## src/verilog/sps_pkg.sv

```systemverilog
// Purpose: shared constants and types of the serial port in SPI mode
// Assumes: 32-bit APB register window, 20 MHz system clock
// Notes: bit positions refer to the 8-bit registers in the low byte
package sps_pkg;

	// ==========================================================
	// register map
	localparam logic [7:0] OFS_CTRL = 8'h00;
	localparam logic [7:0] OFS_STAT = 8'h04;
	localparam logic [7:0] OFS_BUF = 8'h08;

	// ==========================================================
	// serial_port_control fields
	localparam int CTRL_WRITE_COLLISION_FLAG = 7;
	localparam int CTRL_OVF = 6;
	localparam int CTRL_EN = 5;
	localparam int CTRL_CKP = 4;
	localparam logic [7:0] CTRL_RST = 8'h00;

	// ==========================================================
	// serial_port_status fields
	localparam int STAT_SMP = 7;
	localparam int STAT_CKE = 6;
	localparam int STAT_IF = 1;
	localparam int STAT_BF = 0;

	// ==========================================================
	// port_mode_select codes
	localparam logic [3:0] MODE_M_DIV4 = 4'h0;
	localparam logic [3:0] MODE_M_DIV16 = 4'h1;
	localparam logic [3:0] MODE_M_DIV64 = 4'h2;
	localparam logic [3:0] MODE_M_TMR = 4'h3;
	localparam logic [3:0] MODE_S_SEL = 4'h4;
	localparam logic [3:0] MODE_S_FREE = 4'h5;

	// ==========================================================
	// timing: bit rate divisors of the system clock, half periods
	localparam int CLK_HZ = 20000000;
	localparam logic [5:0] HALF_DIV4 = 6'(4 / 2 - 1);
	localparam logic [5:0] HALF_DIV16 = 6'(16 / 2 - 1);
	localparam logic [5:0] HALF_DIV64 = 6'(64 / 2 - 1);
	localparam logic [3:0] LAST_HALF = 4'hF;
	localparam logic [3:0] LAST_BIT = 4'h7;

	// ==========================================================
	// engine states
	typedef enum logic [2:0]
	{
		ST_IDLE = 3'b001,
		ST_MRUN = 3'b010,
		ST_SRUN = 3'b100
	} sps_fsm_t;

	// ==========================================================
	// pin carriers
	typedef struct packed
	{
		logic sck;
		logic sdi;
		logic ssN;
	} sps_pin_in_t;

	typedef struct packed
	{
		logic sckOut;
		logic sckOeN;
		logic sdoOut;
		logic sdoOeN;
		logic ssPinFree;
	} sps_pin_out_t;

endpackage

```

## src/verilog/sps_pin_sync.sv

```systemverilog
// Purpose: three-stage synchroniser with agreement filter for pins
// Assumes: inputs asynchronous to clk_sys
// Notes: output follows once stages two and three agree
`timescale 1ns/100ps
`default_nettype none
module sps_pin_sync
#(
	parameter int W = 3
)
(
	// clock and reset
	input wire logic clk_sys,
	input wire logic arst_n,
	// pins
	input wire logic [W-1:0] pinAsync,
	// filtered levels
	output logic [W-1:0] pinClean
);

	// ==========================================================
	// elaboration check
	generate
		if (W < 1)
		begin : g_bad
			$error("sps_pin_sync: W must be at least 1");
		end
	endgenerate

	// ==========================================================
	// state
	typedef struct packed
	{
		logic [W-1:0] s1;
		logic [W-1:0] s2;
		logic [W-1:0] s3;
		logic [W-1:0] filt;
	} sps_sync_t;

	sps_sync_t sync_reg;
	sps_sync_t sync_next;

	// stage one feeds only stage two
	always_comb
	begin
		sync_next = sync_reg;
		sync_next.s1 = pinAsync;
		sync_next.s2 = sync_reg.s1;
		sync_next.s3 = sync_reg.s2;
		for (int i = 0; i < W; i++)
		begin
			if (sync_reg.s2[i] == sync_reg.s3[i])
			begin
				sync_next.filt[i] = sync_reg.s3[i];
			end
		end
	end

	always_ff @(posedge clk_sys or negedge arst_n)
	begin
		if (!arst_n)
		begin
			sync_reg <= '0;
		end
		else
		begin
			sync_reg <= sync_next;
		end
	end

	assign pinClean = sync_reg.filt;

endmodule
`default_nettype wire

```

## src/verilog/sps_spi_port.sv

```systemverilog
// Purpose: serial port mode select and SPI engine with APB registers
// Assumes: timer-two output arrives as a one-cycle pulse on clk_sys
// Notes: I2C codes and reserved codes leave the SPI engine idle
//
// Behaviour
// - codes 0..3 select master; clock Fosc/4, /16, /64 or timer_two/2
// - code 4 selects slave on SCK with slave select controlling transfer
// - code 5 selects slave on SCK, slave select ignored, pin free
// - codes 6, 7, B, E, F belong to I2C functions, not SPI
// - eight bits go out and come in at the same time
// - all four polarity/phase modes; late sampling in master only and only with cke set
// - data out, data in and serial clock pins carry SPI
// - slave select pin only serves in slave mode
// - master drives SCK out; slave takes SCK in
// - clock_idle_polarity sets SCK idle level
// - edge select sets which SCK edge changes output data
// - sample select sets input sampling phase
// - bit rate choice applies in master only
// - slave select gating only in slave mode
// - port works only while enabled; clearing enable resets the engine
// - MSB first; after eight bits load buffer (kept if unread in slave mode, overflow set), set full and int flags
// - buffer write during transfer is dropped and collision flag set
// - slave select high stops data output and resets bit counter
//
// Local design decisions: the APB register port and the address map.
`timescale 1ns/100ps
`default_nettype none
module sps_spi_port
	import sps_pkg::*;
#(
	parameter int ADDR_W = 8
)
(
	// clock and reset
	input wire logic clk_sys,
	input wire logic arst_n,
	// apb slave
	input wire logic psel,
	input wire logic penable,
	input wire logic pwrite,
	input wire logic [ADDR_W-1:0] paddr,
	input wire logic [31:0] pwdata,
	output logic [31:0] prdata,
	output logic pready,
	output logic pslverr,
	// timer-two output pulse
	input wire logic timerTwoPulse,
	// serial pins
	input wire sps_pin_in_t pinIn,
	output sps_pin_out_t pinOut,
	// flag levels
	output logic portIntFlag
);

	// ==========================================================
	// elaboration check
	generate
		if (ADDR_W < 8)
		begin : g_bad
			$error("sps_spi_port: ADDR_W must be at least 8");
		end
	endgenerate

	// ==========================================================
	// state
	typedef struct packed
	{
		sps_fsm_t fsm;
		logic [7:0] ctrl;
		logic smp;
		logic cke;
		logic intf;
		logic bf;
		logic [7:0] rxBuf;
		logic [7:0] txSh;
		logic [7:0] rxSh;
		logic [3:0] half;
		logic [3:0] samp;
		logic [5:0] div;
		logic sckLast;
		logic sckOut;
		logic sckOeN;
		logic sdoOeN;
		logic ssFree;
		logic [31:0] prdata;
		logic pready;
		logic pslverr;
	} sps_state_t;

	sps_state_t st_reg;
	sps_state_t st_next;

	// ==========================================================
	// pin synchroniser
	sps_pin_in_t pinSync;

	sps_pin_sync #(
		.W(3)
	) u_sync (
		.clk_sys(clk_sys),
		.arst_n(arst_n),
		.pinAsync(pinIn),
		.pinClean(pinSync)
	);

	// ==========================================================
	// decoded control
	logic portEn;
	logic [3:0] modeSel;
	logic isMaster;
	logic isSlave;
	logic ssGate;
	logic [5:0] halfLen;

	always_comb
	begin
		portEn = st_reg.ctrl[CTRL_EN];
		modeSel = st_reg.ctrl[3:0];
		// master codes 0..3
		isMaster = portEn && (modeSel <= MODE_M_TMR);
		// slave codes 4 and 5
		isSlave = portEn && ((modeSel == MODE_S_SEL) ||
			(modeSel == MODE_S_FREE));
		// I2C and reserved codes fall in neither; engine stays idle
		ssGate = isSlave && (modeSel == MODE_S_SEL) && pinSync.ssN;
		if (modeSel == MODE_M_DIV16)
		begin
			halfLen = HALF_DIV16;
		end
		else if (modeSel == MODE_M_DIV64)
		begin
			halfLen = HALF_DIV64;
		end
		else
		begin
			halfLen = HALF_DIV4;
		end
	end

	// ==========================================================
	// next state
	logic apbSetup;
	logic apbDone;
	logic wrCtrl;
	logic wrStat;
	logic wrBuf;
	logic rdBuf;
	logic tick;
	logic sckEdge;
	logic step;
	logic doShift;
	logic doSamp;
	logic byteDone;
	logic busy;
	logic [3:0] k;

	always_comb
	begin
		st_next = st_reg;
		apbSetup = psel && !penable;
		apbDone = psel && penable && st_reg.pready && !st_reg.pslverr;
		wrCtrl = apbDone && pwrite && (paddr[7:0] == OFS_CTRL);
		wrStat = apbDone && pwrite && (paddr[7:0] == OFS_STAT);
		wrBuf = apbDone && pwrite && (paddr[7:0] == OFS_BUF);
		rdBuf = apbDone && !pwrite && (paddr[7:0] == OFS_BUF);
		tick = 1'b0;
		sckEdge = 1'b0;
		step = 1'b0;
		doShift = 1'b0;
		doSamp = 1'b0;
		byteDone = 1'b0;
		k = st_reg.half;
		busy = (st_reg.fsm == ST_MRUN) || (st_reg.half != 4'h0);

		// apb: one wait state, data and error set up in setup phase
		st_next.pready = psel && penable && !st_reg.pready;
		if (apbSetup)
		begin
			st_next.pslverr = 1'b0;
			st_next.prdata = 32'h0000_0000;
			if (paddr[7:0] == OFS_CTRL)
			begin
				st_next.prdata[7:0] = st_reg.ctrl;
			end
			else if (paddr[7:0] == OFS_STAT)
			begin
				st_next.prdata[STAT_SMP] = st_reg.smp;
				st_next.prdata[STAT_CKE] = st_reg.cke;
				st_next.prdata[STAT_IF] = st_reg.intf;
				st_next.prdata[STAT_BF] = st_reg.bf;
			end
			else if (paddr[7:0] == OFS_BUF)
			begin
				st_next.prdata[7:0] = st_reg.rxBuf;
			end
			else
			begin
				st_next.pslverr = 1'b1;
			end
		end

		// software writes; flags clear only, hardware sets win below
		if (wrCtrl)
		begin
			st_next.ctrl[5:0] = pwdata[5:0];
			st_next.ctrl[CTRL_WRITE_COLLISION_FLAG] = st_reg.ctrl[CTRL_WRITE_COLLISION_FLAG] &
				pwdata[CTRL_WRITE_COLLISION_FLAG];
			st_next.ctrl[CTRL_OVF] = st_reg.ctrl[CTRL_OVF] &
				pwdata[CTRL_OVF];
		end
		if (wrStat)
		begin
			st_next.smp = pwdata[STAT_SMP];
			st_next.cke = pwdata[STAT_CKE];
			if (pwdata[STAT_IF])
			begin
				st_next.intf = 1'b0;
			end
		end
		if (rdBuf)
		begin
			st_next.bf = 1'b0;
		end

		// buffer write while shifting is dropped
		if (wrBuf && busy)
		begin
			st_next.ctrl[CTRL_WRITE_COLLISION_FLAG] = 1'b1;
		end

		// master bit-rate tick
		if (modeSel == MODE_M_TMR)
		begin
			tick = timerTwoPulse;
		end
		else if (st_reg.div == halfLen)
		begin
			tick = 1'b1;
		end
		if (st_reg.fsm == ST_MRUN)
		begin
			st_next.div = tick ? 6'h00 : 6'(st_reg.div + 6'h01);
		end

		// slave sees filtered SCK edges only
		st_next.sckLast = pinSync.sck;
		sckEdge = pinSync.sck != st_reg.sckLast;

		case (st_reg.fsm)
			ST_IDLE:
			begin
				st_next.sckOut = st_reg.ctrl[CTRL_CKP];
				if (isMaster && wrBuf && !busy)
				begin
					// writing the buffer starts a master byte
					st_next.txSh = pwdata[7:0];
					st_next.half = 4'h0;
					st_next.samp = 4'h0;
					st_next.div = 6'h00;
					st_next.fsm = ST_MRUN;
				end
				else if (isSlave && wrBuf && !busy)
				begin
					st_next.txSh = pwdata[7:0];
				end
				if (isSlave && !ssGate && sckEdge)
				begin
					step = 1'b1;
					st_next.fsm = ST_SRUN;
				end
			end
			ST_MRUN:
			begin
				if (tick)
				begin
					step = 1'b1;
					st_next.sckOut = !st_reg.sckOut;
				end
			end
			ST_SRUN:
			begin
				if (sckEdge && !ssGate)
				begin
					step = 1'b1;
				end
			end
			default:
			begin
				st_next.fsm = ST_IDLE;
			end
		endcase

		// edge k: cke=1 shifts on odd edges, cke=0 on even edges past 0
		if (step)
		begin
			doShift = (k[0] == st_reg.cke) && (k != 4'h0);
			if (isMaster && st_reg.smp && st_reg.cke)
			begin
				// late sample at the end of the data output time
				doSamp = k[0];
			end
			else
			begin
				doSamp = k[0] != st_reg.cke;
			end
			if (doShift)
			begin
				st_next.txSh = {st_reg.txSh[6:0], 1'b0};
			end
			if (doSamp)
			begin
				st_next.rxSh = {st_reg.rxSh[6:0], pinSync.sdi};
				st_next.samp = 4'(st_reg.samp + 4'h1);
				byteDone = st_reg.samp == LAST_BIT;
			end
			st_next.half = 4'(k + 4'h1);
			if (k == LAST_HALF)
			begin
				st_next.fsm = ST_IDLE;
				st_next.half = 4'h0;
				st_next.samp = 4'h0;
				st_next.sckOut = st_reg.ctrl[CTRL_CKP];
			end
		end

		// received byte goes to the buffer unless, in slave mode, the last is unread
		if (byteDone)
		begin
			st_next.intf = 1'b1;
			if (isSlave && st_reg.bf && !rdBuf)
			begin
				st_next.ctrl[CTRL_OVF] = 1'b1;
			end
			else
			begin
				st_next.rxBuf = {st_reg.rxSh[6:0], pinSync.sdi};
				st_next.bf = 1'b1;
			end
		end

		// disable, wrong mode or raised select resets the counters
		if (!(isMaster || isSlave) || ssGate)
		begin
			st_next.fsm = ST_IDLE;
			st_next.half = 4'h0;
			st_next.samp = 4'h0;
			st_next.sckOut = st_reg.ctrl[CTRL_CKP];
		end
		if (isMaster && (st_reg.fsm == ST_SRUN))
		begin
			// mode changed mid-byte
			st_next.fsm = ST_IDLE;
			st_next.half = 4'h0;
			st_next.samp = 4'h0;
		end

		// pin drive; no driving at all outside the SPI codes
		st_next.sckOeN = !isMaster;
		st_next.sdoOeN = !(isMaster || (isSlave && !ssGate));
		st_next.ssFree = !(isSlave && (modeSel == MODE_S_SEL));
	end

	// ==========================================================
	// state register
	always_ff @(posedge clk_sys or negedge arst_n)
	begin
		if (!arst_n)
		begin
			st_reg <= '0;
			st_reg.fsm <= ST_IDLE;
			st_reg.ctrl <= CTRL_RST;
			st_reg.sckOeN <= 1'b1;
			st_reg.sdoOeN <= 1'b1;
			st_reg.ssFree <= 1'b1;
		end
		else
		begin
			st_reg <= st_next;
		end
	end

	// ==========================================================
	// outputs straight from the state register
	assign prdata = st_reg.prdata;
	assign pready = st_reg.pready;
	assign pslverr = st_reg.pslverr;
	assign pinOut.sckOut = st_reg.sckOut;
	assign pinOut.sckOeN = st_reg.sckOeN;
	assign pinOut.sdoOut = st_reg.txSh[7];
	assign pinOut.sdoOeN = st_reg.sdoOeN;
	assign pinOut.ssPinFree = st_reg.ssFree;
	assign portIntFlag = st_reg.intf;

endmodule
`default_nettype wire
```

## config.mk

```make
export PLATFORM = sky130hd
export DESIGN_NAME = sps_spi_port
export DESIGN_NICKNAME = d
export VERILOG_FILES = /design/src/verilog/sps_pkg.sv /design/src/verilog/sps_pin_sync.sv /design/src/verilog/sps_spi_port.sv
export SDC_FILE = /design/constraint.sdc
export NUM_CORES = 1
export LEC_CHECK = 0
export BUFFER_PORTS_ARGS = -buffer_cell sky130_fd_sc_hd__buf_4
export CAP_MARGIN = 20
export CORE_MARGIN = 3
export CORE_UTILIZATION = 35
export CTS_CLUSTER_DIAMETER = 100
export CTS_CLUSTER_SIZE = 12
export DETAILED_ROUTE_END_ITERATION = 16
export MAX_ROUTING_LAYER = met4
export PLACE_DENSITY = 0.59
export SLEW_MARGIN = 20
export SYNTH_ARGS = -nofsm -noshare
export SYNTH_HDL_FRONTEND = slang
export SYNTH_SLANG_ARGS = --single-unit
```

## constraint.sdc

```tcl
create_clock -name clk_sys -period 2.7 [get_ports clk_sys]
set_clock_uncertainty 0.05 [all_clocks]
set_input_delay 0.135 -clock clk_sys [delete_from_list [all_inputs] [get_ports clk_sys]]
set_output_delay 0.135 -clock clk_sys [all_outputs]
set_load 0.05 [all_outputs]
```

==> load_flow_metrics.sql, run 1 <==
INSERT INTO impl_metrics (metric_group, metric, value, unit) VALUES
('setup_path', 'setup.worst_path.class', 'reg -> reg', ''),
('final_layout', 'finish.net_count', '457', ''),
('final_layout', 'fillerInstances', '1055', ''),
('final_layout', 'storage_element_area', '0.00198', 'mm²'),
('place', 'detailed_place_hpwl', '6.00', 'mm'),
('clock_tree', 'cts_hold_repair.buffers', '13', ''),
('logic_synthesis', 'synth.ff_latch_count', '79', ''),
('power_and_ir_drop', 'irDropWorstVdd', '0.368', 'mV'),
('clock_tree', 'cts_tree', 'built', ''),
('setup_path', 'sequence_of_cells_on_the_critical_path', 'or2_2 -> o2111ai_1 -> nand3_1 -> buf_4 -> or2_2 -> buf_4 -> a21o_1 -> a211oi_1', ''),
('logic_synthesis', 'synthesis.yosys.warnings', '0', ''),
('grt', 'global_route.usage.total', '13.7', '%'),
('final_layout', 'largest_register_ffs', '42', ''),
('logic_synthesis', 'yosys-top-cells-area', 'dfrtp_1 (48%), buf_4 (7.6%), mux2_2 (6.0%)', ''),
('final_layout', 'post-route-util', '42.4', '%'),
('power_and_ir_drop', 'power.density', '496', 'mW/mm²'),
('place', 'postPlaceCellArea', '0.00430', 'mm²'),
('clock_tree', 'clock_path_buffers', '2', ''),
('timing', 'worst-slew-pin-transition', '0.985', 'ns'),
('drt', 'firstDrtPassIters', '4', ''),
('logic_synthesis', 'postSynth.asyncResetShare', '100', '%'),
('timing', 'maxClockFrequency', '401', 'MHz'),
('hold_path', 'worst_hold_path_type', 'in -> reg', ''),
('setup_path', 'cpMaxStageDelayCell', 'dfrtp_1', ''),
('die', 'die_h', '112', 'µm'),
('grt', 'grt_antenna_before_repair', '0', ''),
('place', 'port_buffers', '40', ''),
('timing', 'hold_violations_final', '0', ''),
('die', 'floorplan_die_area', '0.0125', 'mm²'),
('drt', 'post_drt_wl_per_cell', '14.7', 'µm'),
('grt', 'grt_pass1_vias', '2705', ''),
('run_status', 'status', 'completed', ''),
('drt', 'drt_wl_total', '8.07', 'mm'),
('die', 'fp.coreArea', '0.0109', 'mm²'),
('grt', 'grt_max_degree', '80', ''),
('clock_tree', 'clock_tree.htree_level_count', '3', ''),
('clock_tree', 'clk_pin_slew', '0.09', 'ns'),
('clock_tree', 'cts_resized', '0', ''),
('timing', 'setup_viol', '0', ''),
('clock_tree', 'cts_setup_buffers', '0', ''),
('logic_synthesis', 'synth_top_cell_by_area', 'dfrtp_1', ''),
('grt', 'globalRoute.totalOverflow', '0', ''),
('die', 'number_of_primary_i_o_pins', '89', ''),
('die', 'die-width', '112', 'µm'),
('final_layout', 'final_layout_size_suffix_gt1_share', '27.9', '%'),
('timing', 'rsz_0062_raised_after_global_routing', 'no', ''),
('die', 'initial_utilization', '36.1', '%'),
('clock_tree', 'clockRootBuffer', 'clkbuf_8', ''),
('setup_path', 'cp_top_family', 'simple AND/OR/NAND/NOR gates', ''),
('setup_path', 'endpoint_kind', 'flop', ''),
('drt', 'vias', '2679', ''),
('clock_tree', 'clk_latency_worst_skew_pair', '0.35', 'ns'),
('clock_tree', 'cts_buffers', '9', ''),
('drt', 'route.detailed.drc', '0', ''),
('final_layout', 'flow.area_growth_from_synthesis', '17.5', '%'),
('logic_synthesis', 'area_share_of_the_leading_cell_type_in_the_synthesized_netlist', '47.8', '%'),
('logic_synthesis', 'synthesis.area_per_instance', '11.4', 'µm²'),
('setup_path', 'timing.critical_path.buf_inv', '2', ''),
('die', 'floorplan.rows', '38', ''),
('setup_path', 'crit_fanout', '8', ''),
('final_layout', 'design_area', '0.00462', 'mm²'),
('setup_path', 'critical-path-max-stage-delay', '0.46', 'ns'),
('drt', 'first_iter_violations', '86', ''),
('flow_run', 'cap_viol_max_count', '0', ''),
('logic_synthesis', 'netlist_area', '0.00393', 'mm²'),
('logic_synthesis', 'synth_cells', '345', ''),
('power_and_ir_drop', 'total_power_of_the_final_layout', '2290', 'µW'),
('timing', 'slew_headroom', '34.3', '%'),
('clock_tree', 'clkSinkCount', '79', ''),
('logic_synthesis', 'synth-seq-area-share', '50.4', '%'),
('final_layout', 'total_area_of_multi_input_combinational_cells', '0.00168', 'mm²');
-- cell families (layout without fill, tap and decap cells) --
family	after synthesis	count (layout)	synth area share [%]
AO/OA/AOI/OAI	53	53	9.40
XOR/XNOR	10	10	2.23
adder cells (fa/ha/maj)	7	7	2.04
buffers and inverters	53	94	8.92
flip-flops	79	79	50.4
multiplexers	40	40	11.5
other	1	24	0.0954
AND/OR/NAND/NOR	102	102	15.4
-- Yosys cell counts (all sizes together), types with 6 or more instances --
| cell | number |
|---|---|
| buf | 41 |
| nand3 | 14 |
| dfrtp | 75 |
| xnor2 | 6 |
| inv | 7 |
| a21oi | 15 |
| mux2 | 37 |
| o21ai | 11 |
| nand2 | 21 |
| nor3 | 6 |
| nor2 | 19 |
-- worst register-to-register path, cell delays in order, from the launching register on --
cell       delay (ns)
dfrtp_1          0.46
or2_2            0.32
o2111ai_1        0.20
nand3_1          0.19
buf_4            0.20
or2_2            0.31
buf_4            0.18
a21o_1           0.25
a211oi_1         0.24
-- layer usage --
metal  wire length (µm)  track usage, %  vias up
met5                  0               -        -
met4                180            4.65        0
met3                427            3.48       13
met2               3720            20.6       91
met1               3740            18.3     1288
li1                   -               -     1287
-- per-stage QoR --
stage	worst slack (ns)	std cells
after floorplan	0.0345	368
after global placement	0.214	520
after detailed placement	0.217	520
after CTS	0.185	549
after global routing	0.0506	549
final	0.208	549
-- where the power goes --
group	internal [µW]	switching, µW
registers	1210	13.5
logic	62.4	165
clock network	359	486
total	1630	664
-- final cells by class --
type | instances | share of cell area (%)
clock buffers | 9 | 2.68
clock inverters | 7 | 1.35
inverters | 7 | 0.569
multi-input cells | 236 | 36.4
flip-flops and latches | 79 | 42.9
well taps | 140 | 3.79
repair buffers | 71 | 12.2
-- worst paths after layout --
check / start / endpoint / slack (ns) / depth (start not counted)
min: pwdata[6] / st_reg[79] / 0.02 / 2
max reg2reg: modeSel[3] / st_reg[91] / 0.21 / 8
max: modeSel[3] / st_reg[91] / 0.21 / 8
max in group asynchronous: arst_n / st_reg[40] / 1.54 / 2
min in group asynchronous: arst_n / u_sync.sync_next[7] / 0.41 / 2
min reg2reg: u_sync.sync_next[8] / u_sync.sync_next[5] / 0.31 / 0
-- layout by cell type, fill, tap and decap left out, types with 3 or more instances in the layout --
master,n
mux2_2,21
o21ai_0,10
maj3_1,3
xnor2_1,6
mux2_1,15
nand3_1,13
or2_2,3
a31oi_1,3
dfstp_2,4
nor2_1,19
xor2_1,4
a22oi_1,4
nand3b_1,3
a221oi_1,4
nor3_1,4
or3b_2,3
dlygate4sd3_1,13
and3_1,4
nand4_1,3
mux2i_1,3
inv_1,7
dfrtp_1,75
nand2_1,21
ha_1,4
inv_6,4
nor2b_1,4
o31ai_1,3
clkbuf_8,9
buf_4,58
conb_1,24
nand2b_1,5
a21oi_1,15
Power figures use the tool's default switching activity.
==> inputs of run 2 (changes only) <==
--- a/config.mk
+++ b/config.mk
@@ -13,7 +13,7 @@
 export CTS_CLUSTER_SIZE = 12
 export DETAILED_ROUTE_END_ITERATION = 16
 export MAX_ROUTING_LAYER = met4
-export PLACE_DENSITY = 0.59
+export PLACE_DENSITY = 0.69
 export SLEW_MARGIN = 20
 export SYNTH_ARGS = -nofsm -noshare
 export SYNTH_HDL_FRONTEND = slang
==> constraint.sdc (replaced) <==
create_clock -name clk_sys -period 2.7 [get_ports clk_sys]
set_clock_uncertainty 0.05 [all_clocks]
set_input_delay 0.27 -clock clk_sys [delete_from_list [all_inputs] [get_ports clk_sys]]
set_output_delay 0.27 -clock clk_sys [all_outputs]
set_load 0.05 [all_outputs]
==> load_flow_metrics.sql, run 2 (same netlist as run 1, synthesis figures left out) <==
INSERT INTO impl_metrics (metric_group, metric, value, unit) VALUES
('die', 'floorplan.rows', '38', ''),
('grt', 'grt-busiest-layer', 'met2', ''),
('timing', 'slew_headroom', '35.6', '%'),
('place', 'detailed_place_hpwl', '5.93', 'mm'),
('grt', 'grt_max_degree', '80', ''),
('clock_tree', 'cts_setup_buffers', '0', ''),
('run_status', 'status', 'completed', ''),
('setup_path', 'critical-path-max-stage-delay', '0.45', 'ns'),
('final_layout', 'largest_register_ffs', '42', ''),
('setup_path', 'endpoint_kind', 'flop', ''),
('drt', 'first_iter_violations', '210', ''),
('flow_run', 'cap_viol_max_count', '0', ''),
('setup_path', 'timing.critical_path.required', '2.89', 'ns'),
('drt', 'postRouteAntennaNets', '0', ''),
('setup_path', 'sequence_of_cells_on_the_critical_path', 'inv_1 -> ha_1 -> nand2_1 -> or3_4 -> a2111oi_4 -> buf_6 -> mux2_1 -> mux2_1', ''),
('power_and_ir_drop', 'power.density', '554', 'mW/mm²'),
('power_and_ir_drop', 'irDropWorstVdd', '0.317', 'mV'),
('grt', 'global_route.usage.total', '14.1', '%'),
('die', 'number_of_primary_i_o_pins', '89', ''),
('timing', 'timing_max_transition_violations_final', '0', ''),
('grt', 'globalRoute.totalOverflow', '0', ''),
('timing', 'fin_ws', '0.156', 'ns'),
('final_layout', 'final_layout_size_suffix_gt1_share', '28.2', '%'),
('clock_tree', 'clkSinkCount', '79', ''),
('drt', 'vias_per_cell', '4.98', ''),
('setup_path', 'cpMostUsedCell', 'mux2_1', ''),
('clock_tree', 'cts_buffers', '9', ''),
('setup_path', 'worstPathArrival', '2.73', 'ns'),
('clock_tree', 'cts_tree', 'built', ''),
('setup_path', 'critical_path.startpoint_type', 'flop', ''),
('die', 'initial_utilization', '36.1', '%'),
('die', 'die_h', '112', 'µm'),
('place', 'port_buffers', '40', ''),
('setup_path', 'crit_fanout', '8', ''),
('final_layout', 'flow.area_growth_from_synthesis', '16.4', '%'),
('grt', 'globalRouteMet1Util', '18.4', '%'),
('setup_path', 'cpMaxStageDelayCell', 'dfrtp_1', ''),
('final_layout', 'antenna_cells_inserted', '0', ''),
('place', 'gp_congestion', '0.872', ''),
('grt', 'grt_first_pass_wirelength', '13.7', 'mm'),
('timing', 'setup-tns-final', '0', 'ns'),
('clock_tree', 'clk_latency_worst_skew_pair', '0.36', 'ns'),
('timing', 'finalCritPeriodShare', '94.2', '%'),
('final_layout', 'most_used_cells_in_the_layout_excluding_fill_and_tap_cells', 'dfrtp_1 (75), buf_4 (55), conb_1 (24)', ''),
('timing', 'rsz_0062_raised_after_global_routing', 'no', ''),
('final_layout', 'finish.net_count', '445', ''),
('timing', 'maxClockFrequency', '393', 'MHz'),
('grt', 'met3_track_utilization_from_global_routing', '3.10', '%'),
('timing', 'hold_violations_final', '0', ''),
('clock_tree', 'clock_tree.htree_level_count', '3', ''),
('drt', 'drt_wl_total', '8.06', 'mm'),
('drt', 'vias', '2676', ''),
('power_and_ir_drop', 'p_leak', '0.00211', 'µW'),
('drt', 'post_drt_wl_per_cell', '15.0', 'µm'),
('final_layout', 'final_common_cell', 'dfrtp_1', ''),
('grt', 'grt_antenna_before_repair', '0', ''),
('die', 'floorplan_die_area', '0.0125', 'mm²'),
('clock_tree', 'clockRootBuffer', 'clkbuf_8', ''),
('final_layout', 'design_area', '0.00457', 'mm²'),
('place', 'postPlaceCellArea', '0.00429', 'mm²'),
('drt', 'route.detailed.drc', '0', ''),
('place', 'dp_slack', '0.149', 'ns'),
('setup_path', 'setup.worst_path.class', 'reg -> reg', ''),
('die', 'die-width', '112', 'µm'),
('hold_path', 'worst_hold_path_type', 'in -> async', ''),
('clock_tree', 'clock_path_buffers', '2', ''),
('die', 'fp.coreArea', '0.0109', 'mm²'),
('timing', 'final.min_clock_period', '2.54', 'ns'),
('drt', 'firstDrtPassIters', '4', ''),
('timing', 'worst-slew-pin-transition', '0.966', 'ns'),
('grt', 'grt_pass1_vias', '2687', ''),
('timing', 'setup_viol', '0', ''),
('grt', 'use_met2', '21.8', '%'),
('clock_tree', 'clk_pin_slew', '0.08', 'ns');
run 2: changes by cell type in the layout (fill, tap and decap cells not counted):
cell           before  now
dlygate4sd3_1      13    3
clkbuf_8            9   10
inv_8               2    0
buf_6               0    1
clkinv_2            1    0
buf_4              58   55
inv_6               4    2
clkinvlp_4          0    1
bufinv_16           0    3
run 2: worst paths after layout:
path | slack, ns | to | startpoint | cells past startpoint
min | 0.008 | u_sync.sync_reg[5] | arst_n | 1
min in group clk_sys | 0.09 | pready | psel | 3
max reg2reg | 0.16 | st_reg[63] | k[1] | 8
min reg2reg | 0.30 | u_sync.sync_next[3] | u_sync.sync_next[6] | 0
max in group asynchronous | 1.97 | pinOut[4] | arst_n | 1
max | 0.16 | st_reg[63] | k[1] | 8
run 2: where the power goes:
part | leakage [µW] | total (µW) | switching (µW) | internal (µW)
clock | 0.000124 | 1100 | 452 | 646
combinational | 0.000950 | 216 | 163 | 53.0
sequential | 0.00104 | 1220 | 13.3 | 1200
run 2: metrics by stage:
step,hold WS [ns],instances,power (µW),utilization [%]
5_1_grt,0.0777,537,2640,42.0
3_3_place_gp,0.283,518,1450,39.4
4_1_cts,0.0541,537,2560,42.0
2_1_floorplan,-0.0756,368,1410,-
3_5_place_dp,0.285,518,1460,39.4
6_report,0.00828,537,2530,42.0
run 2: what timing repair did:
| action | 4_1_cts | 5_1_grt |
|---|---|---|
| endpoints found under the setup margin | 0 | 1 |
| gates resized for setup | 0 | 1 |
| hold endpoints to repair | 3 | 0 |
| hold buffers | 3 | 0 |
run 2: final cells by class:
type / count / area (µm²)
fillers: 1014 / 6310
flip-flops and latches: 79 / 1980
well taps: 140 / 175
clock inverters: 6 / 115
clock buffers: 10 / 138
multi-input cells: 236 / 1680
repair buffers: 59 / 454
inverters: 7 / 26.3
run 2: critical path, delay by kind of cell, from the launching register on:
family                   cells  cell delay (ns)
buffers and inverters        2             0.28
adder cells (fa/ha/maj)      1             0.14
AND/OR/NAND/NOR              2             0.58
flip-flops                   1             0.45
AO/OA/AOI/OAI                1             0.30
multiplexers                 2             0.63
run 2: layer usage:
layer	share of wire [%]	vias to the layer above
li1	-	1273
met5	0	-
met3	4.9	9
met2	50	75
met4	1.3	0
met1	44	1319
